--- src/include/bpcr_pkg.sv ---
// Register map, field layout and shared types of the bridge control registers
package bpcr_pkg;
    localparam int unsigned ADDR_W = 12;
    localparam int unsigned DATA_W = 32;
    // Register indices; the byte address is four times the index
    localparam logic [ADDR_W-1:0] PUC_INDEX = 12'h050;
    localparam logic [ADDR_W-1:0] SCC_INDEX = 12'h052;
    localparam logic [ADDR_W-1:0] PUC_ADDR = PUC_INDEX << 2;
    localparam logic [ADDR_W-1:0] SCC_ADDR = SCC_INDEX << 2;
    // pci_unit_control fields
    localparam int unsigned PUC_ECC_SEL = 7;
    localparam int unsigned PUC_ECC_TEST = 6;
    localparam int unsigned PUC_SHUT_REDIR = 5;
    localparam int unsigned PUC_DUAL_NA = 4;
    localparam int unsigned PUC_PEER_CONC = 3;
    localparam int unsigned PUC_ERR_DRIVE = 2;
    localparam int unsigned PUC_RSVD = 1;
    localparam int unsigned PUC_GLOBAL_EN = 0;
    localparam logic [7:0] PUC_RESET = 8'h00;
    localparam logic [7:0] PUC_WMASK = 8'hFD;
    // secondary_cache_control fields
    localparam int unsigned SCC_SIZE_HI = 7;
    localparam int unsigned SCC_SIZE_LO = 6;
    localparam int unsigned SCC_SRAM_HI = 5;
    localparam int unsigned SCC_SRAM_LO = 4;
    localparam int unsigned SCC_FIRST_LEVEL_CACHE_ENABLE = 0;
    localparam logic [3:0] SCC_LOW_RESET = 4'h2;
    localparam logic [3:0] SCC_HIGH_RESET = 4'h0;
    // Field encodings
    localparam logic [1:0] L2_SIZE_NONE = 2'h0;
    localparam logic [1:0] L2_SIZE_256K = 2'h1;
    localparam logic [1:0] L2_SIZE_512K = 2'h2;
    localparam logic [1:0] L2_SIZE_RSVD = 2'h3;
    localparam logic [1:0] L2_SRAM_ONE = 2'h0;
    localparam logic [1:0] L2_SRAM_TWO = 2'h3;
    // Shutdown redirect I/O write
    localparam logic [15:0] SHUT_IO_ADDR = 16'h0092;
    localparam logic [7:0] SHUT_IO_DATA = 8'h01;
    // Straps pass two synchroniser stages before capture
    localparam logic [1:0] STRAP_WAIT = 2'h2;

    typedef struct packed {
        logic psel;
        logic penable;
        logic pwrite;
        logic [ADDR_W-1:0] paddr;
        logic [DATA_W-1:0] pwdata;
        logic [3:0] pstrb;
    } bpcr_apb_req_s;

    typedef struct packed {
        logic [DATA_W-1:0] prdata;
        logic pready;
        logic pslverr;
    } bpcr_apb_rsp_s;

    typedef enum logic [1:0] {L2_NONE, L2_256K, L2_512K, L2_RESERVED} bpcr_l2_size_e;

    typedef enum {SHUT_IDLE, SHUT_FORWARD, SHUT_IO_WRITE} bpcr_shut_e;
endpackage : bpcr_pkg

--- src/hdl/bpcr_regs.sv ---
// Bridge PCI unit control and secondary cache control registers with their effects
//
// Functional notes
// - Bit 7 picks ECC (1) or parity (0); ECC also selects adjusted DRAM timings.
// - Bit 6 puts DRAM accesses in ECC test mode; clear at reset.
// - Redirect clear: host shutdown special cycle is forwarded to PCI unchanged.
// - Redirect set: shutdown answered by PCI I/O write of 01h to address 92.
// - Bit 4 selects old or deadlock-safe dual-processor next-address rules.
// - Peer concurrency lets host run DRAM/L2 during unlocked non-holder peer cycles.
// - During concurrent peer cycles host-to-PCI cycles stall by withholding burst ready.
// - Without peer concurrency the host is held off its bus during peer cycles.
// - Bit 2 set makes SERR# push-pull; clear keeps it open-drain.
// - Bit 0 gates bits 4, 3 and 2 only; those stay off until it is set.
// - Hard reset loads cache control upper nibble from host address 31:28.
// - Cache control lower nibble resets to 0010.
// - Size field 7:6 captures inverted address 31:30 at reset release.
// - Software writes replace strap-derived size and SRAM fields.
// - Size decode: 00 none, 01 256K, 10 512K, 11 reserved.
// - Size 00 disables the secondary cache whatever the other bits say.
// - L2 runs only with non-zero size and first-level cache enable set.
// - SRAM field 5:4 captures inverted address 29:28 at reset release.
// - SRAM decode: 00 one bank, 11 two banks, 01 and 10 reserved.
//
// Decided for this implementation: the APB interface to the registers.
`timescale 1ns/100ps
`default_nettype none
module bpcr_regs (
    // Clock and reset
    input wire logic pclk,
    input wire logic presetn,
    // APB slave
    input wire bpcr_pkg::bpcr_apb_req_s apb_req,
    output bpcr_pkg::bpcr_apb_rsp_s apb_rsp,
    // Host address strap pins
    input wire logic [3:0] host_addr_strap,
    // DRAM controller controls
    output logic dram_ecc_mode,
    output logic dram_ecc_timing,
    output logic dram_ecc_test,
    // Shutdown handling
    input wire logic host_shutdown,
    output logic pci_special_req,
    output logic pci_io_wr_req,
    output logic [15:0] pci_io_addr,
    output logic [7:0] pci_io_data,
    input wire logic pci_cmd_ack,
    // Next-address policy
    output logic next_address_dual_policy,
    // Peer cycle arbitration
    input wire logic peer_cycle_active,
    input wire logic peer_cycle_locked,
    input wire logic peer_from_hold_requester,
    input wire logic host_pci_cycle,
    output logic cpu_bus_hold,
    output logic cpu_burst_ready_block,
    // System error pin
    input wire logic system_error,
    output logic serr_n_out,
    output logic serr_n_oe,
    // Secondary cache decode
    output bpcr_pkg::bpcr_l2_size_e l2_size,
    output logic l2_size_reserved,
    output logic l2_two_banks,
    output logic l2_sram_reserved,
    output logic l2_enable
);
    import bpcr_pkg::*;

    logic [7:0] pci_unit_control;
    logic [7:0] secondary_cache_control;
    logic [3:0] strap_meta;
    logic [3:0] strap_sync;
    logic [1:0] strap_count;
    logic strap_done;
    logic [31:0] next_rdata;
    logic hit_puc;
    logic hit_scc;
    logic setup_phase;
    logic write_take;
    bpcr_shut_e shut_state;
    logic gfe;
    logic peer_conc_eff;
    logic concurrent_ok;
    logic [DATA_W-1:0] prdata_q;
    logic [3:0] scc_high;
    logic [3:0] scc_low;
    logic puc_write;
    logic scc_write;
    logic strap_capture;
    logic shut_redirect;
    bpcr_shut_e next_shut_state;

    // Bus decode
    assign hit_puc = (apb_req.paddr == PUC_ADDR);
    assign hit_scc = (apb_req.paddr == SCC_ADDR);
    assign setup_phase = apb_req.psel && !apb_req.penable;
    assign write_take = apb_req.psel && apb_req.penable && apb_req.pwrite && apb_req.pstrb[0];
    assign puc_write = write_take && hit_puc;
    assign scc_write = write_take && hit_scc;

    // Always ready: read data is latched in the setup cycle so no wait state is needed
    assign apb_rsp = '{
        prdata: prdata_q,
        pready: 1'b1,
        pslverr: apb_req.psel && apb_req.penable && !(hit_puc || hit_scc)
    };

    always_comb begin
        next_rdata = 32'h0000_0000;
        if (hit_puc) begin
            next_rdata[7:0] = pci_unit_control;
        end else if (hit_scc) begin
            next_rdata[7:0] = secondary_cache_control;
        end
    end

    always_ff @(posedge pclk or negedge presetn) begin
        if (!presetn) begin
            prdata_q <= 32'h0000_0000;
        end else if (setup_phase && !apb_req.pwrite) begin
            prdata_q <= next_rdata;
        end
    end

    // PCI unit control register
    always_ff @(posedge pclk or negedge presetn) begin
        if (!presetn) begin
            pci_unit_control <= PUC_RESET;
        end else if (puc_write) begin
            pci_unit_control <= apb_req.pwdata[7:0] & PUC_WMASK;
        end
    end

    // Strap synchroniser; pins are not in the pclk domain
    always_ff @(posedge pclk or negedge presetn) begin
        if (!presetn) begin
            strap_meta <= 4'h0;
            strap_sync <= 4'h0;
        end else begin
            strap_meta <= host_addr_strap;
            strap_sync <= strap_meta;
        end
    end

    // Straps are caught once, after the synchroniser has filled following release
    assign strap_capture = !strap_done && (strap_count == STRAP_WAIT);

    always_ff @(posedge pclk or negedge presetn) begin
        if (!presetn) begin
            strap_count <= 2'h0;
        end else if (!strap_done && (strap_count != STRAP_WAIT)) begin
            strap_count <= strap_count + 2'h1;
        end
    end

    // One-shot, so the straps never overwrite a later software write
    always_ff @(posedge pclk or negedge presetn) begin
        if (!presetn) begin
            strap_done <= 1'b0;
        end else if (strap_capture) begin
            strap_done <= 1'b1;
        end
    end

    // Cache control upper nibble: strap-loaded size and SRAM kind
    always_ff @(posedge pclk or negedge presetn) begin
        if (!presetn) begin
            scc_high <= SCC_HIGH_RESET;
        end else if (scc_write) begin
            scc_high <= apb_req.pwdata[SCC_SIZE_HI:SCC_SRAM_LO];
        end else if (strap_capture) begin
            // A write in the capture cycle wins and the strap value is lost
            scc_high <= ~strap_sync;
        end
    end

    // Cache control lower nibble: plain storage, bit 0 is the first-level cache enable
    always_ff @(posedge pclk or negedge presetn) begin
        if (!presetn) begin
            scc_low <= SCC_LOW_RESET;
        end else if (scc_write) begin
            scc_low <= apb_req.pwdata[SCC_SRAM_LO-1:0];
        end
    end

    assign secondary_cache_control = {scc_high, scc_low};

    // Enhanced features only act once the global enable is set
    assign gfe = pci_unit_control[PUC_GLOBAL_EN];

    // DRAM check scheme and test mode; not gated by the global enable
    always_ff @(posedge pclk or negedge presetn) begin
        if (!presetn) begin
            dram_ecc_mode <= 1'b0;
        end else begin
            dram_ecc_mode <= pci_unit_control[PUC_ECC_SEL];
        end
    end

    // Adjusted timings follow the scheme select one for one
    always_ff @(posedge pclk or negedge presetn) begin
        if (!presetn) begin
            dram_ecc_timing <= 1'b0;
        end else begin
            dram_ecc_timing <= pci_unit_control[PUC_ECC_SEL];
        end
    end

    always_ff @(posedge pclk or negedge presetn) begin
        if (!presetn) begin
            dram_ecc_test <= 1'b0;
        end else begin
            dram_ecc_test <= pci_unit_control[PUC_ECC_TEST];
        end
    end

    // Next-address policy; the policy is sampled live, so it must be set before L1 is on
    always_ff @(posedge pclk or negedge presetn) begin
        if (!presetn) begin
            next_address_dual_policy <= 1'b0;
        end else begin
            next_address_dual_policy <= pci_unit_control[PUC_DUAL_NA] && gfe;
        end
    end

    // Shutdown handling; mode is fixed when the shutdown arrives
    assign shut_redirect = pci_unit_control[PUC_SHUT_REDIR];

    always_comb begin
        next_shut_state = shut_state;
        case (shut_state)
            SHUT_IDLE: begin
                if (host_shutdown) begin
                    if (shut_redirect) begin
                        next_shut_state = SHUT_IO_WRITE;
                    end else begin
                        next_shut_state = SHUT_FORWARD;
                    end
                end
            end
            SHUT_FORWARD, SHUT_IO_WRITE: begin
                // Shutdowns seen while a request is pending are dropped
                if (pci_cmd_ack) begin
                    next_shut_state = SHUT_IDLE;
                end
            end
            default: begin
                next_shut_state = SHUT_IDLE;
            end
        endcase
    end

    always_ff @(posedge pclk or negedge presetn) begin
        if (!presetn) begin
            shut_state <= SHUT_IDLE;
        end else begin
            shut_state <= next_shut_state;
        end
    end

    assign pci_special_req = (shut_state == SHUT_FORWARD);
    assign pci_io_wr_req = (shut_state == SHUT_IO_WRITE);

    // Loaded with the request, so address and data stay steady while it stands
    always_ff @(posedge pclk or negedge presetn) begin
        if (!presetn) begin
            pci_io_addr <= 16'h0000;
        end else if (shut_state == SHUT_IDLE && host_shutdown) begin
            if (shut_redirect) begin
                pci_io_addr <= SHUT_IO_ADDR;
            end else begin
                pci_io_addr <= 16'h0000;
            end
        end
    end

    always_ff @(posedge pclk or negedge presetn) begin
        if (!presetn) begin
            pci_io_data <= 8'h00;
        end else if (shut_state == SHUT_IDLE && host_shutdown) begin
            if (shut_redirect) begin
                pci_io_data <= SHUT_IO_DATA;
            end else begin
                pci_io_data <= 8'h00;
            end
        end
    end

    // Peer cycles: locked or hold-requester cycles always hold the host off
    assign peer_conc_eff = pci_unit_control[PUC_PEER_CONC] && gfe;
    assign concurrent_ok = peer_conc_eff && !peer_cycle_locked && !peer_from_hold_requester;

    always_ff @(posedge pclk or negedge presetn) begin
        if (!presetn) begin
            cpu_bus_hold <= 1'b0;
        end else begin
            cpu_bus_hold <= peer_cycle_active && !concurrent_ok;
        end
    end

    // Only host-to-PCI cycles stall; DRAM and L2 cycles run on
    always_ff @(posedge pclk or negedge presetn) begin
        if (!presetn) begin
            cpu_burst_ready_block <= 1'b0;
        end else begin
            cpu_burst_ready_block <= peer_cycle_active && concurrent_ok && host_pci_cycle;
        end
    end

    // SERR pin: open-drain drives only the low level, push-pull drives always
    always_ff @(posedge pclk or negedge presetn) begin
        if (!presetn) begin
            serr_n_out <= 1'b1;
        end else begin
            serr_n_out <= !system_error;
        end
    end

    always_ff @(posedge pclk or negedge presetn) begin
        if (!presetn) begin
            serr_n_oe <= 1'b0;
        end else begin
            if (pci_unit_control[PUC_ERR_DRIVE] && gfe) begin
                serr_n_oe <= 1'b1;
            end else begin
                serr_n_oe <= system_error;
            end
        end
    end

    // Secondary cache decode
    always_ff @(posedge pclk or negedge presetn) begin
        if (!presetn) begin
            l2_size <= L2_NONE;
        end else begin
            case (secondary_cache_control[SCC_SIZE_HI:SCC_SIZE_LO])
                L2_SIZE_NONE: l2_size <= L2_NONE;
                L2_SIZE_256K: l2_size <= L2_256K;
                L2_SIZE_512K: l2_size <= L2_512K;
                default: l2_size <= L2_RESERVED;
            endcase
        end
    end

    always_ff @(posedge pclk or negedge presetn) begin
        if (!presetn) begin
            l2_size_reserved <= 1'b0;
        end else begin
            l2_size_reserved <= (secondary_cache_control[SCC_SIZE_HI:SCC_SIZE_LO] == L2_SIZE_RSVD);
        end
    end

    always_ff @(posedge pclk or negedge presetn) begin
        if (!presetn) begin
            l2_two_banks <= 1'b0;
        end else begin
            l2_two_banks <= (secondary_cache_control[SCC_SRAM_HI:SCC_SRAM_LO] == L2_SRAM_TWO);
        end
    end

    always_ff @(posedge pclk or negedge presetn) begin
        if (!presetn) begin
            l2_sram_reserved <= 1'b0;
        end else begin
            l2_sram_reserved <= (secondary_cache_control[SCC_SRAM_HI:SCC_SRAM_LO] != L2_SRAM_ONE)
                && (secondary_cache_control[SCC_SRAM_HI:SCC_SRAM_LO] != L2_SRAM_TWO);
        end
    end

    // Reserved size still enables; a zero size or a clear bit 0 turns the cache off
    always_ff @(posedge pclk or negedge presetn) begin
        if (!presetn) begin
            l2_enable <= 1'b0;
        end else begin
            l2_enable <= (secondary_cache_control[SCC_SIZE_HI:SCC_SIZE_LO] != L2_SIZE_NONE)
                && secondary_cache_control[SCC_FIRST_LEVEL_CACHE_ENABLE];
        end
    end
endmodule : bpcr_regs
`default_nettype wire

--- config.mk ---
export PLATFORM = sky130hd
export DESIGN_NAME = bpcr_regs
export DESIGN_NICKNAME = d
export VERILOG_FILES = /design/src/include/bpcr_pkg.sv /design/src/hdl/bpcr_regs.sv
export SDC_FILE = /design/constraint.sdc
export NUM_CORES = 1
export LEC_CHECK = 0
export ABC_AREA = 1
export BUFFER_PORTS_ARGS = -buffer_cell sky130_fd_sc_hd__buf_2
export CORE_MARGIN = 1
export CORE_UTILIZATION = 35
export DETAILED_ROUTE_END_ITERATION = 10
export MAX_ROUTING_LAYER = met4
export PLACE_DENSITY = 0.61
export SYNTH_ARGS = -nofsm -noshare
export SYNTH_HDL_FRONTEND = slang
export SYNTH_SLANG_ARGS = --single-unit
--- constraint.sdc ---
create_clock -name pclk -period 4 [get_ports pclk]
set_clock_uncertainty 0.15 [all_clocks]
set_input_delay 0.2 -clock pclk [delete_from_list [all_inputs] [get_ports pclk]]
set_output_delay 0.2 -clock pclk [all_outputs]
set_load 0.05 [all_outputs]
# --- After elaboration in Yosys (flattened, before gate mapping) ---
# Index checks and enable logic that the tools add are counted.
totals:
  ff_bits: 103
  input_bits: 64
  out_inout_bits: 74
  word_cells: 90
classes:
  addsub: 1
  n_eq_ne: 15
  mux: 12
  n_bitwise: 1
  n_reduce_logical: 38
op_table:
  columns: ["operator", "count"]
  rows:
  - ["equality test 32 x 2 -> 1 bit, second input constant", 2]
  - ["logical NOT 32 bit", 2]
  - ["2-to-1 mux 32 bit", 2]
  - ["case mux 32 bit (2 select lines)", 1]
  - ["equality test 32 x 1 -> 1 bit, second input constant", 1]
  - ["equality test 32 x 3 -> 1 bit, second input constant", 1]
  - ["equality test 12 x 9 -> 1 bit, second input constant", 2]
  - ["2-to-1 mux 8 bit", 3]
  - ["logical AND 1 bit", 21]
  - ["equality test 2 bit, second input constant", 4]
  - ["logical NOT 1 bit", 8]
  - ["2-to-1 mux 4 bit", 2]
  - ["inequality test 2 bit, second input constant", 4]
  - ["case mux 2 bit (3 select lines)", 1]
  - ["nonzero test 2 bit", 3]
  - ["NOT 4 bit", 1]
  - ["adder 2 x 1 -> 2 bit, second input constant", 1]
  - ["equality test 2 x 1 -> 1 bit, second input constant", 1]
  - ["logical NOT 2 bit", 1]
  - ["2-to-1 mux 1 bit", 2]
  - ["2-to-1 mux 2 bit", 1]
  - ["AND reduction 2 bit", 1]
  - ["OR reduction 2 bit", 1]
  - ["logical OR 1 bit", 1]

# --- Longest topological paths before layout ---
# Gate-level depths: netlist (run 1).
depth:
  ltp_word: 5
  ltp_mapped: 9
  ltp_nobuf: 9

# --- Worst setup path before layout (run 1) ---
# OpenSTA, ideal clock, no wires.
synth_timing:
  kind: "reg2reg"
  start: "reg strap_count[0]"
  end: "reg scc_high[2]"
  arrival_ps: 1169
  required_ps: 3785
  slack_ps: 2616
  path_stages_with_launch: 10
  path_buffers: 0
  period_less_slack_ps: 1384
  cell_sequence: "dfrtp_1 -> inv_1 -> ha_1 -> inv_1 -> nor2_1 -> inv_2 -> or2_2 -> nand2_1 -> nand2_1 -> nand2_1"
synth_between:
  elab_chain_len: 3
synth_lines:
  columns: ["item", "line_no", "rtl"]
  rows:
  - ["from (decl)", "bpcr_regs.sv:73", "logic [1:0] strap_count;"]
  - ["from (signal assigned)", "bpcr_regs.sv:152", "strap_count <= strap_count + 2'h1;"]
  - ["equality test 2 bit", "bpcr_regs.sv:146", "assign strap_capture = !strap_done && (strap_count == STRAP_WAIT);"]
  - ["logical AND 1 bit", "bpcr_regs.sv:146", null]
  - ["nonzero test 2 bit (no line)", null, null]
  - ["to (signal assigned)", "bpcr_regs.sv:170", "scc_high <= apb_req.pwdata[SCC_SIZE_HI:SCC_SRAM_LO];"]
  - ["to (signal assigned)", "bpcr_regs.sv:173", "scc_high <= ~strap_sync;"]
  - ["to (decl)", "bpcr_regs.sv:85", "logic [3:0] scc_high;"]
# No other way between the ends.
# A chain may end at the register's enable or synchronous reset.

# --- Worst setup path after layout (run 1) ---
layout_timing:
  start: "in peer_cycle_active"
  end: "reg cpu_burst_ready_block"
layout_between:
  elab_chain_len: 2
layout_lines:
  columns: ["item", "line_no", "rtl"]
  rows:
  - ["from (decl)", "bpcr_regs.sv:50", "input wire logic peer_cycle_active,"]
  - ["logical AND 1 bit (2 in a row)", "bpcr_regs.sv:306", "cpu_burst_ready_block <= peer_cycle_active && concurrent_ok && host_pci_cycle;"]
  - ["to (signal assigned)", "bpcr_regs.sv:306", null]
  - ["to (decl)", "bpcr_regs.sv:55", "output logic cpu_burst_ready_block,"]
# No other way between the ends.

==> run summary, run 1 <==
Tcrit/Tclk final - 49.0%
most common library cell in the layout ignoring fill and taps - buf_2
post-CTS setup buffers - 0
Antenna Nets Post-Route - 0
area occupied by multi-input gates - 993 µm²
CP max stage delay - 540 ps
Slew @ Worst Pin - 1090 ps
cell type with the largest total area after synthesis - dfrtp_1
most frequent cells in the layout - buf_2, nand2_1, dfrtp_1, conb_1, inv_1
DR WL/cell - 9.73 µm
Final Hold Vio Count - 0
total track usage - 12.7%
slew margin rel. - 27.6%
first-pass GRT wire length - 7.42 mm
total grt overflow - 0
HPWL Detailed - 3.32 mm
main combinational cell family by area after synthesis - simple AND/OR/NAND/NOR gates
placed insts - 429
initial DRC count - 78
Fin Setup TNS - 0 ps
Synth warnings - 0
vias per cell - 4.07
max-capacitance violation count - 0
post_cts resized - 0
synth unique cells - 30
multiplexer share of the synthesized area - 0%
Placement Rows - 31
worst skew pair latency - 300 ps
critical path arrival - 2010 ps
Seq cells post-synth - 50
layout cell share with drive strength beyond 1 - 31.1%
CP Capture Type - flop
Worst-path clk slew - 90 ps
fin nets - 418
Seq/Total Area, Yosys - 48.2%
drt drc - 0
FMAX - 510 MHz
post-route minimum period - 1960 ps
synthesized netlist cell count - 276
Root Buffer - clkbuf_8
cts bufs inserted - 5
count of antenna diodes in the layout - 0
CTS Buffer Depth - 2
most used cell, CP - dlygate4sd3_1
die span in x - 88.2 µm
Critical Path Slowest Stage Cell - dlygate4sd3_1
Synth Area in XOR/XNOR - 0.337%
Lkg Pwr - 1.75 nW
synth top area cells - dfrtp_1, buf_4, nand2_1
Pwr Density - 356 nW/µm²
Initial Utilization - 36.1%
largest net degree at the start of global routing - 51
H-tree levels - 2
1st-pass router iterations - 4
largest fanout on the critical path - 2
die height - 88.2 µm
DIE AREA - 7780 µm²
Final Util - 41.9%
post-route cell area - 3030 µm²
Core ar. - 7210 µm²
DR vias - 1826
Non-Filler Instances - 449
dpl cell area - 2810 µm²
CP Cell Sequence - dlygate4sd3_1, buf_2, nand2_1, dlygate4sd3_1, nor2_1, dlygate4sd3_1
Post-Synthesis Cell Area - 2600 µm²
Simple-Gate Fraction of Synth Area - 23.5%
Mapped Avg Cell Area - 9.42 µm²
clock tree from TritonCTS - done
fillers - 754
Final Max Tran Viols - 0
post-synthesis to final-layout area growth - 16.3%
final wirelength - 4.37 mm
Ports - 138
vias in the first global route - 1653
status - complete, no violations
Worst Hold Class - primary input to flop
final-report setup violation count - 0
Sink Count - 50
FF/Latch Area - 1250 µm²
initial antenna violation count - 0
Power Total - 1.08 mW
gpl congestion - 0.757
kind of critical path - primary input to flop
RSZ-0062 raised after global routing - no
CP startpoint kind - primary input
VDD IR max - 202 µV
post-synth top area share - 46.2%
Req. time, crit path - 4050 ps
Compound-Gate Fraction of Synth Area - 5.48%
adder-cell share of the synthesized area - 2.41%
# hold bufs at CTS - 12
IO buf count - 65
cells in the mapped netlist, drive strengths merged:
cell type / instances
xor2: 1
nand2: 67
o21ai: 14
buf: 52
nor3: 2
conb: 2
ha: 5
nand3: 23
clkinv: 1
inv: 28
dfstp: 2
nor2: 16
and2: 1
o21a: 1
clkbuf: 2
or2: 4
o32ai: 2
o22ai: 1
dfrtp: 48
nand4: 4
per-layer routing:
layer	wire, µm	vias up	track usage, %	part of all wire, %
met4	40	0	3.08	0.92
met3	216	6	3.92	4.9
met1	1950	848	15.4	45
li1	-	912	-	-
met5	0	-	-	0
met2	2160	60	20.7	49
worst max-delay path, delay by kind of cell:
family	cells	cell delay, ps
simple gates	2	80
buf+inv	4	1730
sequential cells by signal (all words and copies together), names as in the netlist, 4 cells and up:
name              count
scc_low               4
prdata_q              8
strap_meta            4
strap_sync            4
pci_unit_control      7
scc_high              4
report_power, final:
part	internal [mW]	leakage [nW]	switching, mW
clock	0.142	0.0478	0.169
sequential	0.521	0.638	0.00754
combinational	0.0469	1.06	0.189
cell type report:
type | instances | share of cell area, %
tap | 99 | 4.09
sequential | 50 | 41.4
clock inverter | 2 | 0.538
timing repair buffer | 77 | 14.7
clock buffer | 6 | 2.73
inverter | 29 | 3.64
multi-input combinational | 186 | 32.8
stage by stage:
stage	hold slack (ps)	worst slack, ps
2_1_floorplan	-246	2620
3_3_place_gp	159	2540
4_1_cts	8.54	2040
3_5_place_dp	159	2520
5_1_grt	6.05	1970
6_report	18.9	2040
kinds of logic after synthesis:
family                   after synthesis
buffers and inverters                 83
AO/OA/AOI/OAI                         18
XOR/XNOR                               1
flip-flops                            50
AND/OR/NAND/NOR                      117
other                                  2
adder cells (fa/ha/maj)                5
worst paths after layout:
| path | start | to | slack [ps] | cells past startpoint |
|---|---|---|---|---|
| max | peer_cycle_active | cpu_burst_ready_block | 2040 | 6 |
| min | apb_req[10] | pci_unit_control[6] | 20 | 3 |
| max reg2reg | strap_count[0] | scc_high[0] | 2510 | 9 |
| min reg2reg | strap_meta[3] | strap_sync[3] | 210 | 0 |
| max in group asynchronous | presetn | pci_unit_control[2] | 2550 | 2 |
| min in group asynchronous | presetn | scc_low[0] | 490 | 2 |
Power figures use the tool's default switching activity.
==> inputs of run 2 (changes only) <==
- clock period: 4 -> 1.9 ns (I/O delays scaled with it)
==> run 2 against run 1 <==
Critical path depth unchanged. Cell area rose by 4.5%. Worst hold slack better by 59 ps. Non-clock buffer count is 13 higher. Setup slack lost 2000 ps. Core utilization up 1.9 points. Critical endpoint is now prdata_q[7].
==> run summary, run 2 (synthesis results as in run 1) <==
status - complete, no violations
Clock power frac - 30.6%
max-capacitance violation count - 0
HPWL Detailed - 3.28 mm
switching pwr - 0.759 mW
first-pass GRT wire length - 7.17 mm
RSZ-0062 raised after global routing - no
most frequent cells in the layout - buf_2, nand2_1, dfrtp_1, conb_1, inv_1
Critical Path Slowest Stage Cell - dlygate4sd3_1
largest net degree at the start of global routing - 51
Tcrit/Tclk final - 95.7%
Final Hold Vio Count - 0
IO buf count - 65
Core ar. - 7210 µm²
Placement Rows - 31
Initial Utilization - 36.1%
CP Capture Type - flop
Most Crowded Layer GR - met2
post_cts resized - 0
initial antenna violation count - 0
DR WL/cell - 9.69 µm
Fin Setup TNS - 0 ps
gpl congestion - 0.753
M1 GR Usage - 14.8%
met2 usage - 20.6%
Slew @ Worst Pin - 633 ps
Final Max Tran Viols - 0
vias per cell - 3.90
drt drc - 0
Antenna Nets Post-Route - 0
Largest Register - prdata_q
die height - 88.2 µm
FF/Latch Area - 1250 µm²
Non-Filler Instances - 462
GR met3 Demand/Resource - 2.89%
Sink Count - 50
1st-pass router iterations - 4
CP startpoint kind - primary input
post-route minimum period - 1820 ps
biggest regs - prdata_q (8), pci_unit_control (7)
final wirelength - 4.48 mm
Ports - 138
Worst Hold Class - primary input to flop
critical path arrival - 1900 ps
Pwr Density - 749 nW/µm²
slew margin rel. - 57.8%
area occupied by multi-input gates - 993 µm²
total grt overflow - 0
FMAX - 550 MHz
final-report setup violation count - 0
Power Internal - 1.61 mW
clock tree from TritonCTS - done
fillers - 753
most common library cell in the layout ignoring fill and taps - buf_2
Lkg Pwr - 1.82 nW
total track usage - 12.2%
Worst-path clk slew - 90 ps
CP max stage delay - 680 ps
WHS - 78.2 ps
post-route cell area - 3160 µm²
placed insts - 430
H-tree levels - 2
max reg flops - 8
Final Util - 43.8%
DIE AREA - 7780 µm²
initial DRC count - 84
Power Total - 2.37 mW
Net Sw Frac - 32.0%
dpl cell area - 2810 µm²
final worst slack - 81.9 ps
Flop pwr share - 47.0%
Comb pwr share - 22.4%
die span in x - 88.2 µm
kind of critical path - primary input to flop
CP Cell Sequence - dlygate4sd3_1, buf_2, nor3_4, dlygate4sd3_1, nand2_1, nand2_1
fin nets - 431
dpl ws - 413 ps
VDD IR max - 388 µV
DR vias - 1803
CTS Buffer Depth - 2
layout cell share with drive strength beyond 1 - 30.6%
cts bufs inserted - 5
Req. time, crit path - 1990 ps
vias in the first global route - 1640
largest fanout on the critical path - 6
Root Buffer - clkbuf_8
post-synthesis to final-layout area growth - 21.6%
worst skew pair latency - 290 ps
count of antenna diodes in the layout - 0
## run 2: per-layer routing
layer  wire, µm  share of wire (%)
met4         14               0.31
met1       2050                 46
met3        201                4.5
met5          0                  0
met2       2210                 49
## run 2: timing repair
item,4_1_cts,5_1_grt
hold buffers,25,0
setup endpoints to repair,0,4
endpoints found under the hold margin,74,0
setup buffers,0,2
## run 2: path summary, 6_finish.rpt
check	cells past startpoint	slack, ps	to	start
min in group asynchronous	3	280	strap_meta[1]	presetn
setup reg to reg	9	400	scc_high[2]	strap_count[0]
max in group asynchronous	3	890	scc_high[2]	presetn
hold / removal	5	80	prdata_q[6]	apb_req[50]
hold reg to reg	0	200	strap_sync[0]	strap_meta[0]
setup / recovery	6	80	prdata_q[7]	apb_req[49]
## run 2: power by group through the flow
| stage | combinational, mW | sequential (mW) | clock [mW] |
|---|---|---|---|
| after global routing | 0.579 | 1.12 | 0.795 |
| final | 0.530 | 1.11 | 0.724 |
| after global placement | 0.472 | 1.13 | 0 |
| after CTS | 0.533 | 1.11 | 0.756 |
| after floorplan | 0.421 | 1.17 | 0 |
| after detailed placement | 0.485 | 1.13 | 0 |
## run 2: worst max-delay path: cells and delay by family
family	cells	cell delay, ps
buffers and inverters	3	1360
AND/OR/NAND/NOR	3	440
## run 2: final cells by class
type / count / share of cell area [%]
sequential: 50 / 39.6
multi-input combinational: 186 / 31.4
timing repair buffer: 90 / 18.1
tap: 99 / 3.92
inverter: 29 / 3.48
clock buffer: 5 / 2.18
clock inverter: 3 / 1.27
